<file path="config.mk">
export PLATFORM = sky130hd
export DESIGN_NAME = stm_timer
export DESIGN_NICKNAME = d
export VERILOG_FILES = /design/src/stm_pkg.sv /design/src/stm_tick_gen.sv /design/src/stm_timer.sv
export VERILOG_INCLUDE_DIRS = /design/src
export SDC_FILE = /design/constraint.sdc
export NUM_CORES = 1
export LEC_CHECK = 0
export BUFFER_PORTS_ARGS = -buffer_cell sky130_fd_sc_hd__buf_4
export CELL_PAD_IN_SITES_DETAIL_PLACEMENT = 1
export CELL_PAD_IN_SITES_GLOBAL_PLACEMENT = 2
export CORE_MARGIN = 10
export CORE_UTILIZATION = 42
export DETAILED_ROUTE_END_ITERATION = 6
export GPL_TIMING_DRIVEN = 0
export PLACE_DENSITY_LB_ADDON = 0.1
export SETUP_SLACK_MARGIN = 0.5
export SLEW_MARGIN = 10
export SYNTH_ARGS = -nofsm -noshare
export SYNTH_HDL_FRONTEND = slang
export SYNTH_HIERARCHICAL = 1
export SYNTH_SLANG_ARGS = --single-unit
</file>
<file path="constraint.sdc">
create_clock -name core_clk -period 8.55 [get_ports core_clk]
set_input_delay 0.855 -clock core_clk [delete_from_list [all_inputs] [get_ports core_clk]]
set_output_delay 0.855 -clock core_clk [all_outputs]
set_load 0.01 [all_outputs]
</file>
<file path="src/stm_params.svh">
`ifndef STM_PARAMS_SVH
`define STM_PARAMS_SVH

// register indices on the plain register port
`define STM_ADDR_CTL0    3'h0
`define STM_ADDR_CTL1    3'h1
`define STM_ADDR_CNT_LO  3'h2
`define STM_ADDR_CNT_HI  3'h3
`define STM_ADDR_CMPA_LO 3'h4
`define STM_ADDR_CMPA_HI 3'h5

// reset values
`define STM_CTL0_RST 8'h00
`define STM_CTL1_RST 8'h00

// field positions of the control registers
`define STM_C0_PAUSE   7
`define STM_C0_ENABLE  3
`define STM_C1_CLRSEL  0

// prescaler terminal counts
`define STM_SYS_DIV_LAST  2'h3
`define STM_HI16_LAST     4'hf
`define STM_HI64_LAST     6'h3f

// counter geometry
`define STM_CNT_FULL   11'h400
`define STM_PSTEP_LSB  7

`endif

</file>
<file path="src/stm_pkg.sv">
package stm_pkg;

  typedef enum logic [1:0] {
    STM_MODE_CMP = 2'h0,
    STM_MODE_CAP = 2'h1,
    STM_MODE_PWM = 2'h2,
    STM_MODE_TMR = 2'h3
  } stm_mode_t;

  typedef struct packed {
    logic       pauseCtl;
    logic [2:0] clockSelect;
    logic       moduleEnable;
    logic [2:0] periodCompareValue;
  } stm_ctl0_t;

  typedef struct packed {
    logic [1:0] modeSelect;
    logic [1:0] pinFunctionSelect;
    logic       outputInitialLevel;
    logic       outputInvert;
    logic       periodDutySwap;
    logic       clearSourceSelect;
  } stm_ctl1_t;

endpackage

</file>
<file path="src/stm_tick_gen.sv">
`timescale 1ns/1ps
`default_nettype none
`include "stm_params.svh"

module stm_tick_gen
  import stm_pkg::*;
(
  // clock and reset
  input  wire logic       core_clk,
  input  wire logic       arst_n,
  input  wire logic       clkEn,
  // source selection
  input  wire logic [2:0] clockSelect,
  input  wire logic       highClkTick,
  input  wire logic       timebaseTick,
  input  wire logic       extClockPin,
  // counter advance
  output logic            countTick
);

  logic [1:0] sysDiv_ff;
  logic [5:0] hiDiv_ff;
  logic [2:0] extSync_ff;
  logic       extRise;
  logic       extFall;

  always_ff @(posedge core_clk or negedge arst_n) begin
    if (!arst_n) begin
      sysDiv_ff <= 2'h0;
    end else if (clkEn) begin
      sysDiv_ff <= sysDiv_ff + 2'h1;
    end
  end

  always_ff @(posedge core_clk or negedge arst_n) begin
    if (!arst_n) begin
      hiDiv_ff <= 6'h00;
    end else if (clkEn && highClkTick) begin
      hiDiv_ff <= hiDiv_ff + 6'h01;
    end
  end

  always_ff @(posedge core_clk or negedge arst_n) begin
    if (!arst_n) begin
      extSync_ff <= 3'h0;
    end else if (clkEn) begin
      extSync_ff <= {extSync_ff[1:0], extClockPin};
    end
  end

  // stage 0 is only ever read by stage 1
  assign extRise = extSync_ff[1] & ~extSync_ff[2];
  assign extFall = ~extSync_ff[1] & extSync_ff[2];

  always_comb begin
    case (clockSelect)
      3'h0:    countTick = (sysDiv_ff == `STM_SYS_DIV_LAST);
      3'h1:    countTick = 1'b1;
      3'h2:    countTick = highClkTick && (hiDiv_ff[3:0] == `STM_HI16_LAST);
      3'h3:    countTick = highClkTick && (hiDiv_ff == `STM_HI64_LAST);
      3'h4:    countTick = timebaseTick;
      3'h5:    countTick = timebaseTick;
      3'h6:    countTick = extRise;
      default: countTick = extFall;
    endcase
  end

endmodule

`default_nettype wire

</file>
<file path="src/stm_timer.sv">
// Chosen here: the strobed register port and the register addresses.
`timescale 1ns/1ps
`default_nettype none
`include "stm_params.svh"

// Operation
// - pause bit stops counting, clearing resumes
// - pause holds count, resumes from held value
// - clock select picks one of seven sources
// - enable rise zeroes counter; runs while enabled
// - enable fall freezes counter until re-enabled
// - enable rise forces pin to initial level, inverse for PWM inactive; capture and timer leave it
// - period value matches counter bits nine..seven
// - zero period lets counter overflow naturally
// - mode field selects compare, capture, PWM, timer
// - compare mode pin action on A match
// - PWM mode function: inactive, active, PWM, pulse
// - capture mode edge select: rise, fall, both, off
// - requested level equal to pin: no change
// - initial level bit sets level or polarity
// - invert bit flips pin except timer mode
// - swap bit exchanges period and duty roles
// - clear source: A match, else P/overflow
// - clear source ignored in PWM and capture
// - timer mode leaves pin undefined, function unused
// - counter readable, compare A read/write pairs
// - low bytes pass through buffer, high commits
// - P flag only when clear source low in compare and timer modes; PWM and capture always raise it
module stm_timer
  import stm_pkg::*;
(
  // clock and reset
  input  wire logic       core_clk,
  input  wire logic       arst_n,
  input  wire logic       clkEn,
  // register port
  input  wire logic [2:0] regAddr,
  input  wire logic [7:0] regWrData,
  input  wire logic       regWr,
  input  wire logic       regRd,
  output logic      [7:0] regRdData,
  // internal clock ticks
  input  wire logic       highClkTick,
  input  wire logic       timebaseTick,
  // pins
  input  wire logic       extClockPin,
  input  wire logic       captureInPin,
  output logic            timerOutPin,
  // compare events
  output logic            compareAFlag,
  output logic            comparePFlag
);

  stm_ctl0_t   ctl0_ff;
  stm_ctl1_t   ctl1_ff;
  stm_mode_t   mode;
  logic [9:0]  count_ff;
  logic [9:0]  cmpA_ff;
  logic [7:0]  cntBuf_ff;
  logic [7:0]  cmpBuf_ff;
  logic        enPrev_ff;
  logic        pinLevel_ff;
  logic [2:0]  capSync_ff;
  logic        tick;
  logic        enRise;
  logic        running;
  logic [10:0] nxtCount;
  logic [10:0] pLen;
  logic [10:0] aLen;
  logic [10:0] pwmPeriod;
  logic [10:0] pwmDuty;
  logic        ovfHit;
  logic        pHit;
  logic        aHit;
  logic        clearHit;
  logic        capEvent;
  logic        nxt_aFlag;
  logic        nxt_pFlag;
  logic        cmpLike;

  stm_tick_gen u_tick (
    .core_clk     (core_clk),
    .arst_n       (arst_n),
    .clkEn        (clkEn),
    .clockSelect  (ctl0_ff.clockSelect),
    .highClkTick  (highClkTick),
    .timebaseTick (timebaseTick),
    .extClockPin  (extClockPin),
    .countTick    (tick)
  );

  assign mode    = stm_mode_t'(ctl1_ff.modeSelect);
  assign cmpLike = (mode == STM_MODE_CMP) || (mode == STM_MODE_TMR);
  assign enRise  = ctl0_ff.moduleEnable & ~enPrev_ff;
  assign running = ctl0_ff.moduleEnable & ~ctl0_ff.pauseCtl & tick;

  assign nxtCount = {1'b0, count_ff} + 11'h001;
  assign ovfHit   = (nxtCount == `STM_CNT_FULL);
  // period in 128-count steps, zero means full range
  assign pLen = (ctl0_ff.periodCompareValue == 3'h0) ? `STM_CNT_FULL :
                {1'b0, ctl0_ff.periodCompareValue, 7'h00};
  assign aLen = (cmpA_ff == 10'h000) ? `STM_CNT_FULL : {1'b0, cmpA_ff};
  assign pHit = (nxtCount == pLen);
  // a zero compare A value never raises the A flag
  assign aHit = (cmpA_ff != 10'h000) && (nxtCount == {1'b0, cmpA_ff});

  assign pwmPeriod = ctl1_ff.periodDutySwap ? aLen : pLen;
  assign pwmDuty   = ctl1_ff.periodDutySwap ? pLen : {1'b0, cmpA_ff};

  always_comb begin
    case (mode)
      STM_MODE_PWM: clearHit = (nxtCount == pwmPeriod);
      STM_MODE_CAP: clearHit = pHit;
      default:      clearHit = ctl1_ff.clearSourceSelect ? (aHit | ovfHit) : pHit;
    endcase
  end

  always_comb begin
    case (ctl1_ff.pinFunctionSelect)
      2'h0:    capEvent = capSync_ff[1] & ~capSync_ff[2];
      2'h1:    capEvent = ~capSync_ff[1] & capSync_ff[2];
      2'h2:    capEvent = capSync_ff[1] ^ capSync_ff[2];
      default: capEvent = 1'b0;
    endcase
    capEvent = capEvent & (mode == STM_MODE_CAP) & ctl0_ff.moduleEnable;
  end

  assign nxt_aFlag = (running & aHit & (mode != STM_MODE_CAP)) | capEvent;
  assign nxt_pFlag = running & pHit & ~(cmpLike & ctl1_ff.clearSourceSelect);

  always_ff @(posedge core_clk or negedge arst_n) begin
    if (!arst_n) begin
      capSync_ff <= 3'h0;
    end else if (clkEn) begin
      capSync_ff <= {capSync_ff[1:0], captureInPin};
    end
  end

  always_ff @(posedge core_clk or negedge arst_n) begin
    if (!arst_n) begin
      enPrev_ff <= 1'b0;
    end else if (clkEn) begin
      enPrev_ff <= ctl0_ff.moduleEnable;
    end
  end

  always_ff @(posedge core_clk or negedge arst_n) begin
    if (!arst_n) begin
      count_ff <= 10'h000;
    end else if (clkEn) begin
      if (enRise) begin
        count_ff <= 10'h000;
      end else if (running) begin
        count_ff <= clearHit ? 10'h000 : nxtCount[9:0];
      end
    end
  end

  always_ff @(posedge core_clk or negedge arst_n) begin
    if (!arst_n) begin
      compareAFlag <= 1'b0;
      comparePFlag <= 1'b0;
    end else if (clkEn) begin
      compareAFlag <= nxt_aFlag;
      comparePFlag <= nxt_pFlag;
    end
  end

  // control registers
  always_ff @(posedge core_clk or negedge arst_n) begin
    if (!arst_n) begin
      ctl0_ff <= stm_ctl0_t'(`STM_CTL0_RST);
      ctl1_ff <= stm_ctl1_t'(`STM_CTL1_RST);
    end else if (clkEn && regWr) begin
      if (regAddr == `STM_ADDR_CTL0) begin
        ctl0_ff <= stm_ctl0_t'(regWrData);
      end else if (regAddr == `STM_ADDR_CTL1) begin
        ctl1_ff <= stm_ctl1_t'(regWrData);
      end
    end
  end

  // low write fills buffer, high write commits, high read refills it
  // capture wins over a same-cycle software commit
  always_ff @(posedge core_clk or negedge arst_n) begin
    if (!arst_n) begin
      cmpBuf_ff <= 8'h00;
      cmpA_ff   <= 10'h000;
    end else if (clkEn) begin
      if (regWr && regAddr == `STM_ADDR_CMPA_LO) begin
        cmpBuf_ff <= regWrData;
      end else if (regRd && regAddr == `STM_ADDR_CMPA_HI) begin
        cmpBuf_ff <= cmpA_ff[7:0];
      end
      if (capEvent) begin
        cmpA_ff <= count_ff;
      end else if (regWr && regAddr == `STM_ADDR_CMPA_HI) begin
        cmpA_ff <= {regWrData[1:0], cmpBuf_ff};
      end
    end
  end

  // read path, high byte read latches low byte
  always_ff @(posedge core_clk or negedge arst_n) begin
    if (!arst_n) begin
      regRdData <= 8'h00;
      cntBuf_ff <= 8'h00;
    end else if (clkEn) begin
      regRdData <= 8'h00;
      if (regRd) begin
        if (regAddr == `STM_ADDR_CTL0) begin
          regRdData <= ctl0_ff;
        end else if (regAddr == `STM_ADDR_CTL1) begin
          regRdData <= ctl1_ff;
        end else if (regAddr == `STM_ADDR_CNT_LO) begin
          regRdData <= cntBuf_ff;
        end else if (regAddr == `STM_ADDR_CNT_HI) begin
          regRdData <= {6'h00, count_ff[9:8]};
          cntBuf_ff <= count_ff[7:0];
        end else if (regAddr == `STM_ADDR_CMPA_LO) begin
          regRdData <= cmpBuf_ff;
        end else if (regAddr == `STM_ADDR_CMPA_HI) begin
          regRdData <= {6'h00, cmpA_ff[9:8]};
        end
      end
    end
  end

  // the compare low byte shares its buffer between write and read-back
  // pin level before polarity
  always_ff @(posedge core_clk or negedge arst_n) begin
    if (!arst_n) begin
      pinLevel_ff <= 1'b0;
    end else if (clkEn) begin
      if (enRise) begin
        if (mode == STM_MODE_PWM && ctl1_ff.pinFunctionSelect == 2'h0) begin
          pinLevel_ff <= ~ctl1_ff.outputInitialLevel;
        end else if (mode != STM_MODE_CAP && mode != STM_MODE_TMR) begin
          pinLevel_ff <= ctl1_ff.outputInitialLevel;
        end
      end else if (mode == STM_MODE_CMP && running && aHit) begin
        // set, clear or toggle on A match
        case (ctl1_ff.pinFunctionSelect)
          2'h1:    pinLevel_ff <= 1'b0;
          2'h2:    pinLevel_ff <= 1'b1;
          2'h3:    pinLevel_ff <= ~pinLevel_ff;
          default: pinLevel_ff <= pinLevel_ff;
        endcase
      end else if (mode == STM_MODE_PWM && ctl0_ff.moduleEnable) begin
        // PWM functions, level follows active polarity
        case (ctl1_ff.pinFunctionSelect)
          2'h0: pinLevel_ff <= ~ctl1_ff.outputInitialLevel;
          2'h1: pinLevel_ff <= ctl1_ff.outputInitialLevel;
          2'h2: pinLevel_ff <= ({1'b0, count_ff} < pwmDuty) ?
                               ctl1_ff.outputInitialLevel : ~ctl1_ff.outputInitialLevel;
          default: begin
            if (running && aHit) begin
              pinLevel_ff <= ~ctl1_ff.outputInitialLevel;
            end
          end
        endcase
      end
    end
  end

  // polarity, timer mode keeps last pin state
  always_ff @(posedge core_clk or negedge arst_n) begin
    if (!arst_n) begin
      timerOutPin <= 1'b0;
    end else if (clkEn && mode != STM_MODE_TMR) begin
      timerOutPin <= pinLevel_ff ^ ctl1_ff.outputInvert;
    end
  end
endmodule

`default_nettype wire
</file>
# Word-level counts from Yosys, hierarchy flattened
# Index checks and enable logic that the tools add are counted.
word_totals:
  wordCells: 153
  regBits: 79
  inputBits: 20
  output_inout_bits: 11
classes:
  reduce_logical: 36
  n_lt_le_gt_ge: 1
  n_addsub: 3
  eq_ne: 28
  n_mux: 31
  bitwise: 30
op_table:
  columns: ["op", "count"]
  rows:
  - ["$mux 8", 8]
  - ["$mux 10", 5]
  - ["$mux 11", 4]
  - ["$eq 11x11->1", 2]
  - ["$eq 3x3->1 const B", 5]
  - ["$logic_and 1x1->1", 15]
  - ["$and 1x1->1", 14]
  - ["$eq 3x2->1 const B", 4]
  - ["$not 1->1", 12]
  - ["$add 10x1->11 const B", 1]
  - ["$eq 11x10->1", 1]
  - ["$eq 11x11->1 const B", 1]
  - ["$lt 10x11->1", 1]
  - ["$eq 2x2->1 const B", 5]
  - ["$logic_not 10->1", 1]
  - ["$reduce_bool 10->1", 1]
  - ["$logic_not 3->1", 3]
  - ["$pmux 1 s3", 3]
  - ["$mux 1", 8]
  - ["$reduce_and 2->1", 4]
  - ["$add 6x1->6 const B", 1]
  - ["$eq 3x1->1 const B", 2]
  - ["$eq 6x6->1 const B", 1]
  - ["$pmux 1 s6", 1]
  - ["other kinds (20)", 26]

# Longest topological paths before layout
# Gate-level depths: netlist of run 1.
depth:
  ltp_word: 10
  depth_mapped: 12
  ltp_nobuf: 10

# Hierarchy
# Netlist of run 1, hierarchy kept.
by_module_without_submodules:
  columns: ["module", "seq_area_each_um2", "area_each_um2", "cells_per_inst", "n_inst"]
  rows:
  - ["stm_timer", 1701.6, 4499.3, 482, 1]
  - ["stm_tick_gen", 275.3, 531.8, 43, 1]

# Worst setup path before layout of run 1
# No wires, ideal clock.
synth_path:
  kind: "register to register"
  from: "reg count_ff[1]"
  to: "reg count_ff[1]"
  path_stages_with_launch: 12
  n_path_buf: 3
  setup_time_ns: 0.122
  arrival_ns: 2.919
  required_time_ns: 8.428
  setup_slack_ns: 5.510
  period_less_slack_ns: 3.040
  cell_sequence: "dfrtp_1 ha_1 and3_1 buf_6 and2_4 buf_6 xnor3_1 or4_4 a2111oi_4 o32ai_2 buf_6 a32o_1"
synth_between:
  elab_chain_cells: 9
  elab_cells_between_ends: 12
  classes_between: "add/sub: 1; eq/ne: 4; mux: 5; bitwise: 1; reduce/logical: 1"
synth_rtl:
  columns: ["item", "line_no", "rtl"]
  rows:
  - ["start: declaration", "stm_timer.sv:57", "logic [9:0] count_ff;"]
  - ["start signal: assignment", "stm_timer.sv:154", "count_ff <= clearHit ? 10'h000 : nxtCount[9:0];"]
  - ["$add 10x1->11 *", "stm_timer.sv:97", "assign nxtCount = {1'b0, count_ff} + 11'h001;"]
  - ["$eq 11x10->1", "stm_timer.sv:105", "assign aHit = (cmpA_ff != 10'h000) && (nxtCount == {1'b0, cmpA_ff});"]
  - ["$logic_and 1x1->1", "stm_timer.sv:105", null]
  - ["$or 1x1->1", "stm_timer.sv:114", "default: clearHit = ctl1_ff.clearSourceSelect ? (aHit | ovfHit) : pHit;"]
  - ["$mux 1", "stm_timer.sv:114", null]
  - ["$pmux 1 s2", "stm_timer.sv:111", "case (mode)"]
  - ["$mux 10 *", "stm_timer.sv:154", null]
  - ["$mux 10 *", "stm_timer.sv:153", "end else if (running) begin"]
  - ["$mux 10 *", "stm_timer.sv:151", "if (enRise) begin"]
# Every way passes the cells marked *; elsewhere a longest branch is shown, timed or not. The select of a mux whose other input is x is not followed.
# A chain may end at the register's enable or synchronous reset.

# Worst setup path after layout of run 1
layout_path:
  from: "reg count_ff[1]"
  to: "reg pinLevel_ff"
layout_between:
  elab_chain_cells: 6
  elab_cells_between_ends: 15
  classes_between: "add/sub: 1; order compare: 1; eq/ne: 2; mux: 5; reduce/logical: 6"
layout_rtl:
  columns: ["item", "line_no", "rtl"]
  rows:
  - ["$add 10x1->11 or $lt 10x11->1 (tied branches)", "stm_timer.sv:97, stm_timer.sv:254", null]
  - ["$eq 11x10->1 or $mux 1 (tied branches)", "stm_timer.sv:105, stm_timer.sv:254", null]
  - ["$logic_and 1x1->1 or $pmux 1 s3 (tied branches)", "stm_timer.sv:105, stm_timer.sv:251", null]
  - ["$logic_and 1x1->1, or another cell as far along", "stm_timer.sv:241", "end else if (mode == STM_MODE_CMP && running && aHit) begin"]
  - ["$ne 5x2->1 (no line), or another cell as far along", null, null]
  - ["$reduce_and 5->1 (no line) or $mux 1 (tied branches)", null, null]
  - ["end signal: assignment", "stm_timer.sv:239", "pinLevel_ff <= ctl1_ff.outputInitialLevel;"]
  - ["end signal: assignment", "stm_timer.sv:246", "2'h3: pinLevel_ff <= ~pinLevel_ff;"]
  - ["end signal: assignment", "stm_timer.sv:247", "default: pinLevel_ff <= pinLevel_ff;"]
  - ["end: declaration", "stm_timer.sv:62", "logic pinLevel_ff;"]
# Parallel ways exist; a longest one is shown, timed or not. The select of a mux whose other input is x is not followed.

==> results of run 1 <==
==> placed cells by master, fill, tap and decap left out, types with 3 or more instances in the layout <==
master and count:
dfrtp_1 79, o21ai_0 53, nand2_1 47, mux2i_1 30, buf_4 30, mux2_2 30
inv_1 28, nor2_1 25, ha_1 22, a21oi_1 20, clkbuf_1 18, nand3_1 16
nand2b_1 13, nor3_1 11, xor2_1 9, o2111ai_1 9, clkbuf_16 9, and3_1 8
nand4_1 8, xnor2_1 7, buf_2 6, nor4_1 6, or3_1 6, a21boi_0 6
buf_6 5, o211ai_1 5, a31oi_1 5, o221ai_1 3, a221oi_1 3, o21a_1 3
xnor3_1 3, nor2b_1 3
==> layer usage <==
metal / global-route usage / routed length (µm) / vias up / part of all wire
met4: 0.0734 / 312 / 0 / 0.020
li1: - / - / 1980 / -
met3: 0.0298 / 881 / 19 / 0.056
met2: 0.309 / 7350 / 95 / 0.46
met1: 0.267 / 7260 / 2142 / 0.46
met5: 0 / 0 / - / 0
==> state kept, by name, indices dropped and copies added, names as in the netlist, 2 cells and up <==
name	count
cmpA_ff	10
count_ff	10
cmpBuf_ff	8
cntBuf_ff	8
ctl0_ff	8
regRdData	8
ctl1_ff	6
u_tick/hiDiv_ff	6
capSync_ff	3
u_tick/extSync_ff	3
mode	2
u_tick/sysDiv_ff	2
==> cells by family (layout without fill, tap and decap cells) <==
family,Yosys count,count (layout),synth area share
AOI/OAI and AO/OA,125,125,0.161
xor gates and xnor gates,20,20,0.0460
and+or+nand+nor,159,159,0.164
DFF,79,79,0.393
buffers and inverters,60,105,0.0545
muxes,60,60,0.127
adders and majority gates,22,22,0.0547
==> area by class of cell <==
type / count / area [µm²]
plain buffers: 32 / 169
repair buffers: 29 / 218
clock buffers: 11 / 253
flip-flops and latches: 79 / 1980
well taps: 143 / 179
multi-input cells: 386 / 2780
fillers: 1332 / 5820
inverters: 28 / 105
clock inverters: 5 / 63.8
==> critical path: cells and delay by family (launching register included) <==
family,cells,cell delay (ps)
simple gates,2,940
fa+ha+maj,1,390
compound gates,3,1080
flops,1,570
mux,2,400
xor+xnor,1,290
==> how the worst min path moves through the flow <==
| stage | slack, ps | cells past startpoint | startpoint | to |
|---|---|---|---|---|
| 2_1_floorplan | 440 | 1 | u_tick/hiDiv_ff[5] | u_tick/hiDiv_ff[5] |
| 3_5_place_dp | 480 | 1 | u_tick/sysDiv_ff[0] | u_tick/sysDiv_ff[0] |
| 4_1_cts | 480 | 1 | u_tick/sysDiv_ff[0] | u_tick/sysDiv_ff[0] |
| 5_1_grt | 520 | 1 | u_tick/sysDiv_ff[0] | u_tick/sysDiv_ff[0] |
| 3_3_place_gp | 460 | 1 | u_tick/sysDiv_ff[0] | u_tick/sysDiv_ff[0] |
| 6_report | 470 | 1 | u_tick/sysDiv_ff[0] | u_tick/sysDiv_ff[0] |
==> per-stage QoR <==
stage                     area [µm²]  setup WS [ps]  hold slack (ps)  utilization
after detailed placement        5430           4920              479        0.469
after CTS                       5740           4860              483        0.497
after global routing            5740           4560              519        0.497
final                           5740           4810              474        0.497
after global placement          5430           4890              462        0.469
after floorplan                 5030           5510              441            -
==> power breakdown <==
part	switching, µW	total, µW	leakage [µW]	internal, µW
logic	261	463	0.00131	203
clock network	168	412	0.000152	244
registers	125	592	0.000998	467
total	553	1470	0.00246	914
==> metrics.md, run 1 <==
| Metric | Value |
|---|---|
| Result of the run | complete, no violations |
| Critical path peak fanout | 8 |
| CTS H-Tree Depth | 3 |
| RSZ-0062 raised after global routing | false |
| Final slew viol count | 0 |
| Die X | 129 µm |
| Critical-path cell list | ha_1 -> xor2_1 -> o221ai_1 -> a2111oi_0 -> nand3_1 -> or4_1 -> mux2i_1 -> a211oi_1 -> mux2i_1 |
| Clock tree from TritonCTS | yes |
| Resize count post-CTS | 0 |
| Worst Reg-to-Reg Cells | 9 |
| Number of placement rows | 39 |
| Ranking of synthesized cells by area | dfrtp_1, mux2_2, mux2i_1, ha_1, o21ai_0 |
| Number of vias after detailed routing | 4236 |
| IO Pins | 31 |
| Via density per instance | ~5.9 |
| Clock-pin slew on the worst setup and hold paths | 60 ps |
| R2R Path End | pinLevel_ff |
| Total routing usage reported by global routing | 0.196 |
| Number of antenna cells inserted | 0 |
| Final setup skew | 7.92 ps |
| Hold Buf Count CTS | 0 |
| Number of I/O port buffers | 29 |
| Peak supply drop | 0.000158 V |
| # DRC | 0 |
| Post-synthesis cell count | 525 |
| Syn avg cell area | 9.58 µm² |
| Buffers inserted by post-CTS timing repair | 0 |
| Post-synth top cells | dfrtp_1, o21ai_0, nand2_1 |
| Slowest library cell on the worst path | or4_1 |
| Antenna-violating nets left | 0 |
| Endpoint required time on the critical path | 8820 ps |
| Leak Pwr | 0.00246 µW |
| Detailed Route Iter0 Violations | 333 |
| Layout cells sized above 1 | 0.170 |
| Power density normalized to cell area | 255 mW/mm² |
| Crit path largest cell delay | 640 ps |
| FFs w/ async S/R, synth | 1.00 |
| Fin cells | 713 |
| Max Fclk | 0.267 GHz |
| Type of the worst setup path | flip-flop to flip-flop |
| Die outline area | between 0.015 and 0.02 mm² |
| Area share of the largest cell type after synthesis | 0.393 |
| Number of cells in the design after placement | ~700 |
| First-pass GRT wire length | 25200 µm |
| Layout net count | 607 |
| Nets in the synthesized netlist | 567 |
| Overall Power | 1470 µW |
| Weighted congestion at the end of routability-driven global placement | 0.828 |
| Overflow left after global routing | 0 |
| Fin crit share | 0.438 |
| TritonRoute pass-1 iters | 4 |
| Wire length per cell after detailed routing | 22.2 µm |
| Netlist cell types | 60 |
| Count of flip-flops with a built-in enable after synthesis | 0 |
| Final total negative setup slack | 0 ps |
| Kind of launch point of the worst setup path | flip-flop |
| Effective utilization at floorplan | 0.435 |
| Number of global-route vias before repair | ~4500 |
| Top_reg_cell synth | dfrtp_1 |
| Initial antenna violation count | 0 |
| Cell accounting for the most synthesized area | dfrtp_1 |
| Total number of yosys warnings | 6 |
| Clk buf depth | 2 |
| Sequential-to-total area share from yosys stat | 0.393 |
| Netlist area before placement | 0.00503 mm² |
| Crit. End Element | flip-flop |
| Reg2Reg Setup Slack | 4810 ps |
| Total CTS buffers | 9 |
| Cell with the most instances after synthesis | dfrtp_1 |
| Die Height | 129 µm |
| Largest net degree at the start of global routing | 80 |
| Tightest Pin Transition | 1060 ps |
| Root Driver | clkbuf_16 |
| Worst path arrival time | 4010 ps |
| Clock latency reported for the late side of the worst-skew pair | 350 ps |
| Area growth from synthesis to layout | 14.2% |
| # clock sinks | 79 |
| Origin of the worst setup path | count_ff[1] |
| Final hold vios | 0 |
| Critical path destination | pinLevel_ff |
| Post-DP HPWL | 11900 µm |
| Slew Limit Headroom | 0.292 |
| Max-capacitance violation count | 0 |
| Worst hold-check path type | flip-flop to flip-flop |
| #FFs+latches synth | 79 |
| Final setup violating endpoints | 0 |
| Most used cell along the critical path | mux2i_1 |
| Final WL | 15800 µm |
| Critical R2R Launch | count_ff[1] |
| Standard cell core area | 0.0116 mm² |
| Shortest period the worst path allows | 3740 ps |
No activity file was read; power rests on OpenSTA's default activity.
==> run 2: changes to the inputs <==
Settings changed: ABC_AREA from default to 1, CORE_UTILIZATION 42 to 35.
Clock period 8.55 ns to 3.7 ns, I/O delays scaled along.
==> run 2 against run 1 <==
- die area is 19% higher
- non-clock buffer count is 13 lower
- flip-flop and latch count stayed put
- largest power group unchanged
- fmax is 39% higher
- global-route usage is 1.2 points lower
- largest cell class unchanged
- worst hold slack worse by 270 ps
- highest routed layer unchanged
==> metrics.md, run 2 <==
| Metric | Value |
|---|---|
| Antenna-violating nets left | 0 (unchanged) |
| Layout net count | 798 (+31%) |
| Final setup skew | 7.17 ps (-0.754 ps) |
| Buffers inserted by post-CTS timing repair | 0 (unchanged) |
| FFs w/ async S/R, synth | 1.00 (unchanged) |
| Die Height | 141 µm (+9.1%) |
| Fin worst setup slack | 1010 ps (-3800 ps) |
| Fillers | 1825 (+37%) |
| Max-capacitance violation count | 0 (unchanged) |
| Total CTS buffers | 9 (unchanged) |
| Worst path arrival time | 2930 ps (-1080 ps) |
| Post-synth top cells | nand2_1, inv_1, dfrtp_1 |
| IO Pins | 31 (unchanged) |
| Peak supply drop | 0.000251 V (+59%) |
| Highest-count cells in the layout ignoring fill and taps | nand2_1, inv_1, dfrtp_1, o21ai_0, nor2_1 |
| Clock latency reported for the late side of the worst-skew pair | 350 ps (about the same) |
| Overflow left after global routing | 0 (unchanged) |
| Critical path peak fanout | 10 (+2) |
| Slew Limit Headroom | 0.292 (+0.000565) |
| Standard cell core area | 0.0145 mm² (+25%) |
| Worst Reg-to-Reg Cells | 15 (+6) |
| Worst hold-check path type | input pin to asynchronous set/reset pin |
| Regs by FF count | cmpA_ff: 10 flops, count_ff: 10 flops |
| Post-DP HPWL | 14200 µm (+19%) |
| Effective utilization at floorplan | 0.355 (-0.0800) |
| Final slew viol count | 0 (unchanged) |
| Weighted congestion at the end of routability-driven global placement | 0.928 (+12%) |
| Final total negative setup slack | 0 ps (unchanged) |
| Layout cells sized above 1 | 0.0959 (-0.0742) |
| Leading cell type in the layout, fill and taps excluded | nand2_1 |
| Clock tree from TritonCTS | yes |
| Nets in the synthesized netlist | 758 (+34%) |
| Cell accounting for the most synthesized area | dfrtp_1 |
| Shortest period the worst path allows | 2690 ps (-1050 ps) |
| TritonRoute pass-1 iters | 4 (unchanged) |
| Crit. End Element | flip-flop |
| Final hold vios | 0 (unchanged) |
| Hold Buf Count CTS | 0 (unchanged) |
| Syn avg cell area | 7.18 µm² (-25%) |
| Critical R2R Launch | count_ff[1] |
| Clk buf depth | 2 (unchanged) |
| Power density normalized to cell area | 560 mW/mm² (+120%) |
| Overall Power | 3290 µW (+120%) |
| Die X | 141 µm (+9.1%) |
| Sequential-to-total area share from yosys stat | 0.385 (-0.00842) |
| Final setup violating endpoints | 0 (unchanged) |
| Resize count post-CTS | 0 (unchanged) |
| Tightest Pin Transition | 1060 ps (-0.847 ps) |
| Number of global-route vias before repair | 5151 (+15%) |
| First-pass GRT wire length | 29000 µm (+15%) |
| Netlist cell types | 41 (-32%) |
| Most crowded layer after global routing | met2 |
| Max Fclk | 0.371 GHz (+39%) |
| CTS H-Tree Depth | 3 (unchanged) |
| Final cell area excluding filler cells | 0.00588 mm² (+2.3%) |
| #FFs+latches synth | 79 (unchanged) |
| Core Util, Final | 0.406 (-0.0907) |
| Kind of launch point of the worst setup path | flip-flop |
| R2R Path End | count_ff[7] |
| Number of placement rows | 44 (+13%) |
| Type of the worst setup path | flip-flop to flip-flop |
| Die outline area | 0.0199 mm² (+19%) |
| Area share of the largest cell type after synthesis | 0.385 (-0.00842) |
| Top_reg_cell synth | dfrtp_1 |
| RSZ-0062 raised after global routing | false |
| Leak Pwr | 0.00289 µW (+17%) |
| Area growth from synthesis to layout | 14.3% |
| Worst Setup Slack post-DPL | 973 ps (-3940 ps) |
| Instance area after placement | 0.00559 mm² (+3.0%) |
| Clock-pin slew on the worst setup and hold paths | 70 ps (about the same) |
| Global-route track usage on met1 | 0.247 (-0.0208) |
| Detailed Route Iter0 Violations | 292 (-12%) |
| Ranking of synthesized cells by area | dfrtp_1, nand2_1, o21ai_0, inv_1, ha_1 |
| Count of flip-flops with a built-in enable after synthesis | 0 (unchanged) |
| Number of antenna cells inserted | 0 (unchanged) |
| Netlist area before placement | 0.00514 mm² (+2.2%) |
| Met3 Use GR | 0.0272 (-0.00256) |
| Post-synthesis cell count | 716 (+36%) |
| Reg2Reg Setup Slack | 1010 ps (-3800 ps) |
| Total routing usage reported by global routing | 0.185 (-0.0117) |
| Root Driver | clkbuf_16 |
| Routing usage on met2 | 0.302 (-0.00763) |
| Result of the run | complete, no violations |
| Initial antenna violation count | 0 (unchanged) |
| Cell with the most instances after synthesis | nand2_1 |
| # clock sinks | 79 (unchanged) |
| Total number of yosys warnings | 6 (unchanged) |
| Fin crit share | 0.728 (+0.290) |
| # DRC | 0 (unchanged) |
| Via density per instance | 5.14 (-13%) |
| Largest net degree at the start of global routing | 80 (unchanged) |
| Number of I/O port buffers | 29 (unchanged) |
| Endpoint required time on the critical path | 3940 ps (-4880 ps) |
| Wire length per cell after detailed routing | 18.9 µm (-15%) |
| Final WL | 17900 µm (+13%) |
| Number of vias after detailed routing | 4861 (+15%) |
run 2: cell families after synthesis:
family                     Yosys count  share of synthesized area
buffers and inverters              117                     0.0874
AOI/OAI and AO/OA                  126                      0.146
adders and majority gates           22                     0.0535
xor gates and xnor gates            19                     0.0324
DFF                                 79                      0.385
muxes                                5                     0.0110
and+or+nand+nor                    348                      0.285
run 2: where the power goes:
group | internal [µW] | switching [µW]
sequential | 1060 | 223
clock | 469 | 424
combinational | 397 | 720
total | 1920 | 1370
run 2: metrics by stage:
| step | hold WS, ps | instances |
|---|---|---|
| after floorplan | 74.4 | 716 |
| after global placement | 461 | 929 |
| after detailed placement | 468 | 929 |
| after CTS | 247 | 945 |
| after global routing | 254 | 945 |
| final | 200 | 945 |
run 2: layout make-up:
| class | instances | area [µm²] | share of cell area |
|---|---|---|---|
| clock buffers | 9 | 225 | 0.0383 |
| multi-input cells | 520 | 2720 | 0.462 |
| clock inverters | 7 | 63.8 | 0.0109 |
| repair buffers | 29 | 218 | 0.0370 |
| inverters | 98 | 368 | 0.0626 |
| plain buffers | 19 | 81.3 | 0.0138 |
| well taps | 184 | 230 | 0.0392 |
| flip-flops and latches | 79 | 1980 | 0.336 |
run 2: layer usage:
metal | part of all wire | vias up
met5 | 0 | -
met4 | 0.016 | 0
met3 | 0.037 | 19
met2 | 0.47 | 72
met1 | 0.48 | 2363
li1 | - | 2407
run 2: how the worst max path moves through the flow:
stage                     start          end  slack [ps]
floorplan            ctl1_ff[1]  pinLevel_ff        1550
global placement     ctl1_ff[1]  pinLevel_ff        1000
detailed placement   ctl1_ff[1]  pinLevel_ff         970
CTS                  ctl1_ff[1]  pinLevel_ff         940
global route         ctl1_ff[1]  pinLevel_ff         610
finish              count_ff[1]  count_ff[7]        1010
run 2: critical path, stage by stage, from the launching register on:
cell	delay [ps]
dfrtp_1	540
ha_1	270
nand2_2	110
nor2_4	170
nand2_1	100
nand2_1	90
nand2_1	150
xor2_1	180
nor2_1	110
nand2_1	80
nor2_1	170
nand3_1	110
nand2_1	110
nand2_2	180
nand3_1	150
nand2_1	60
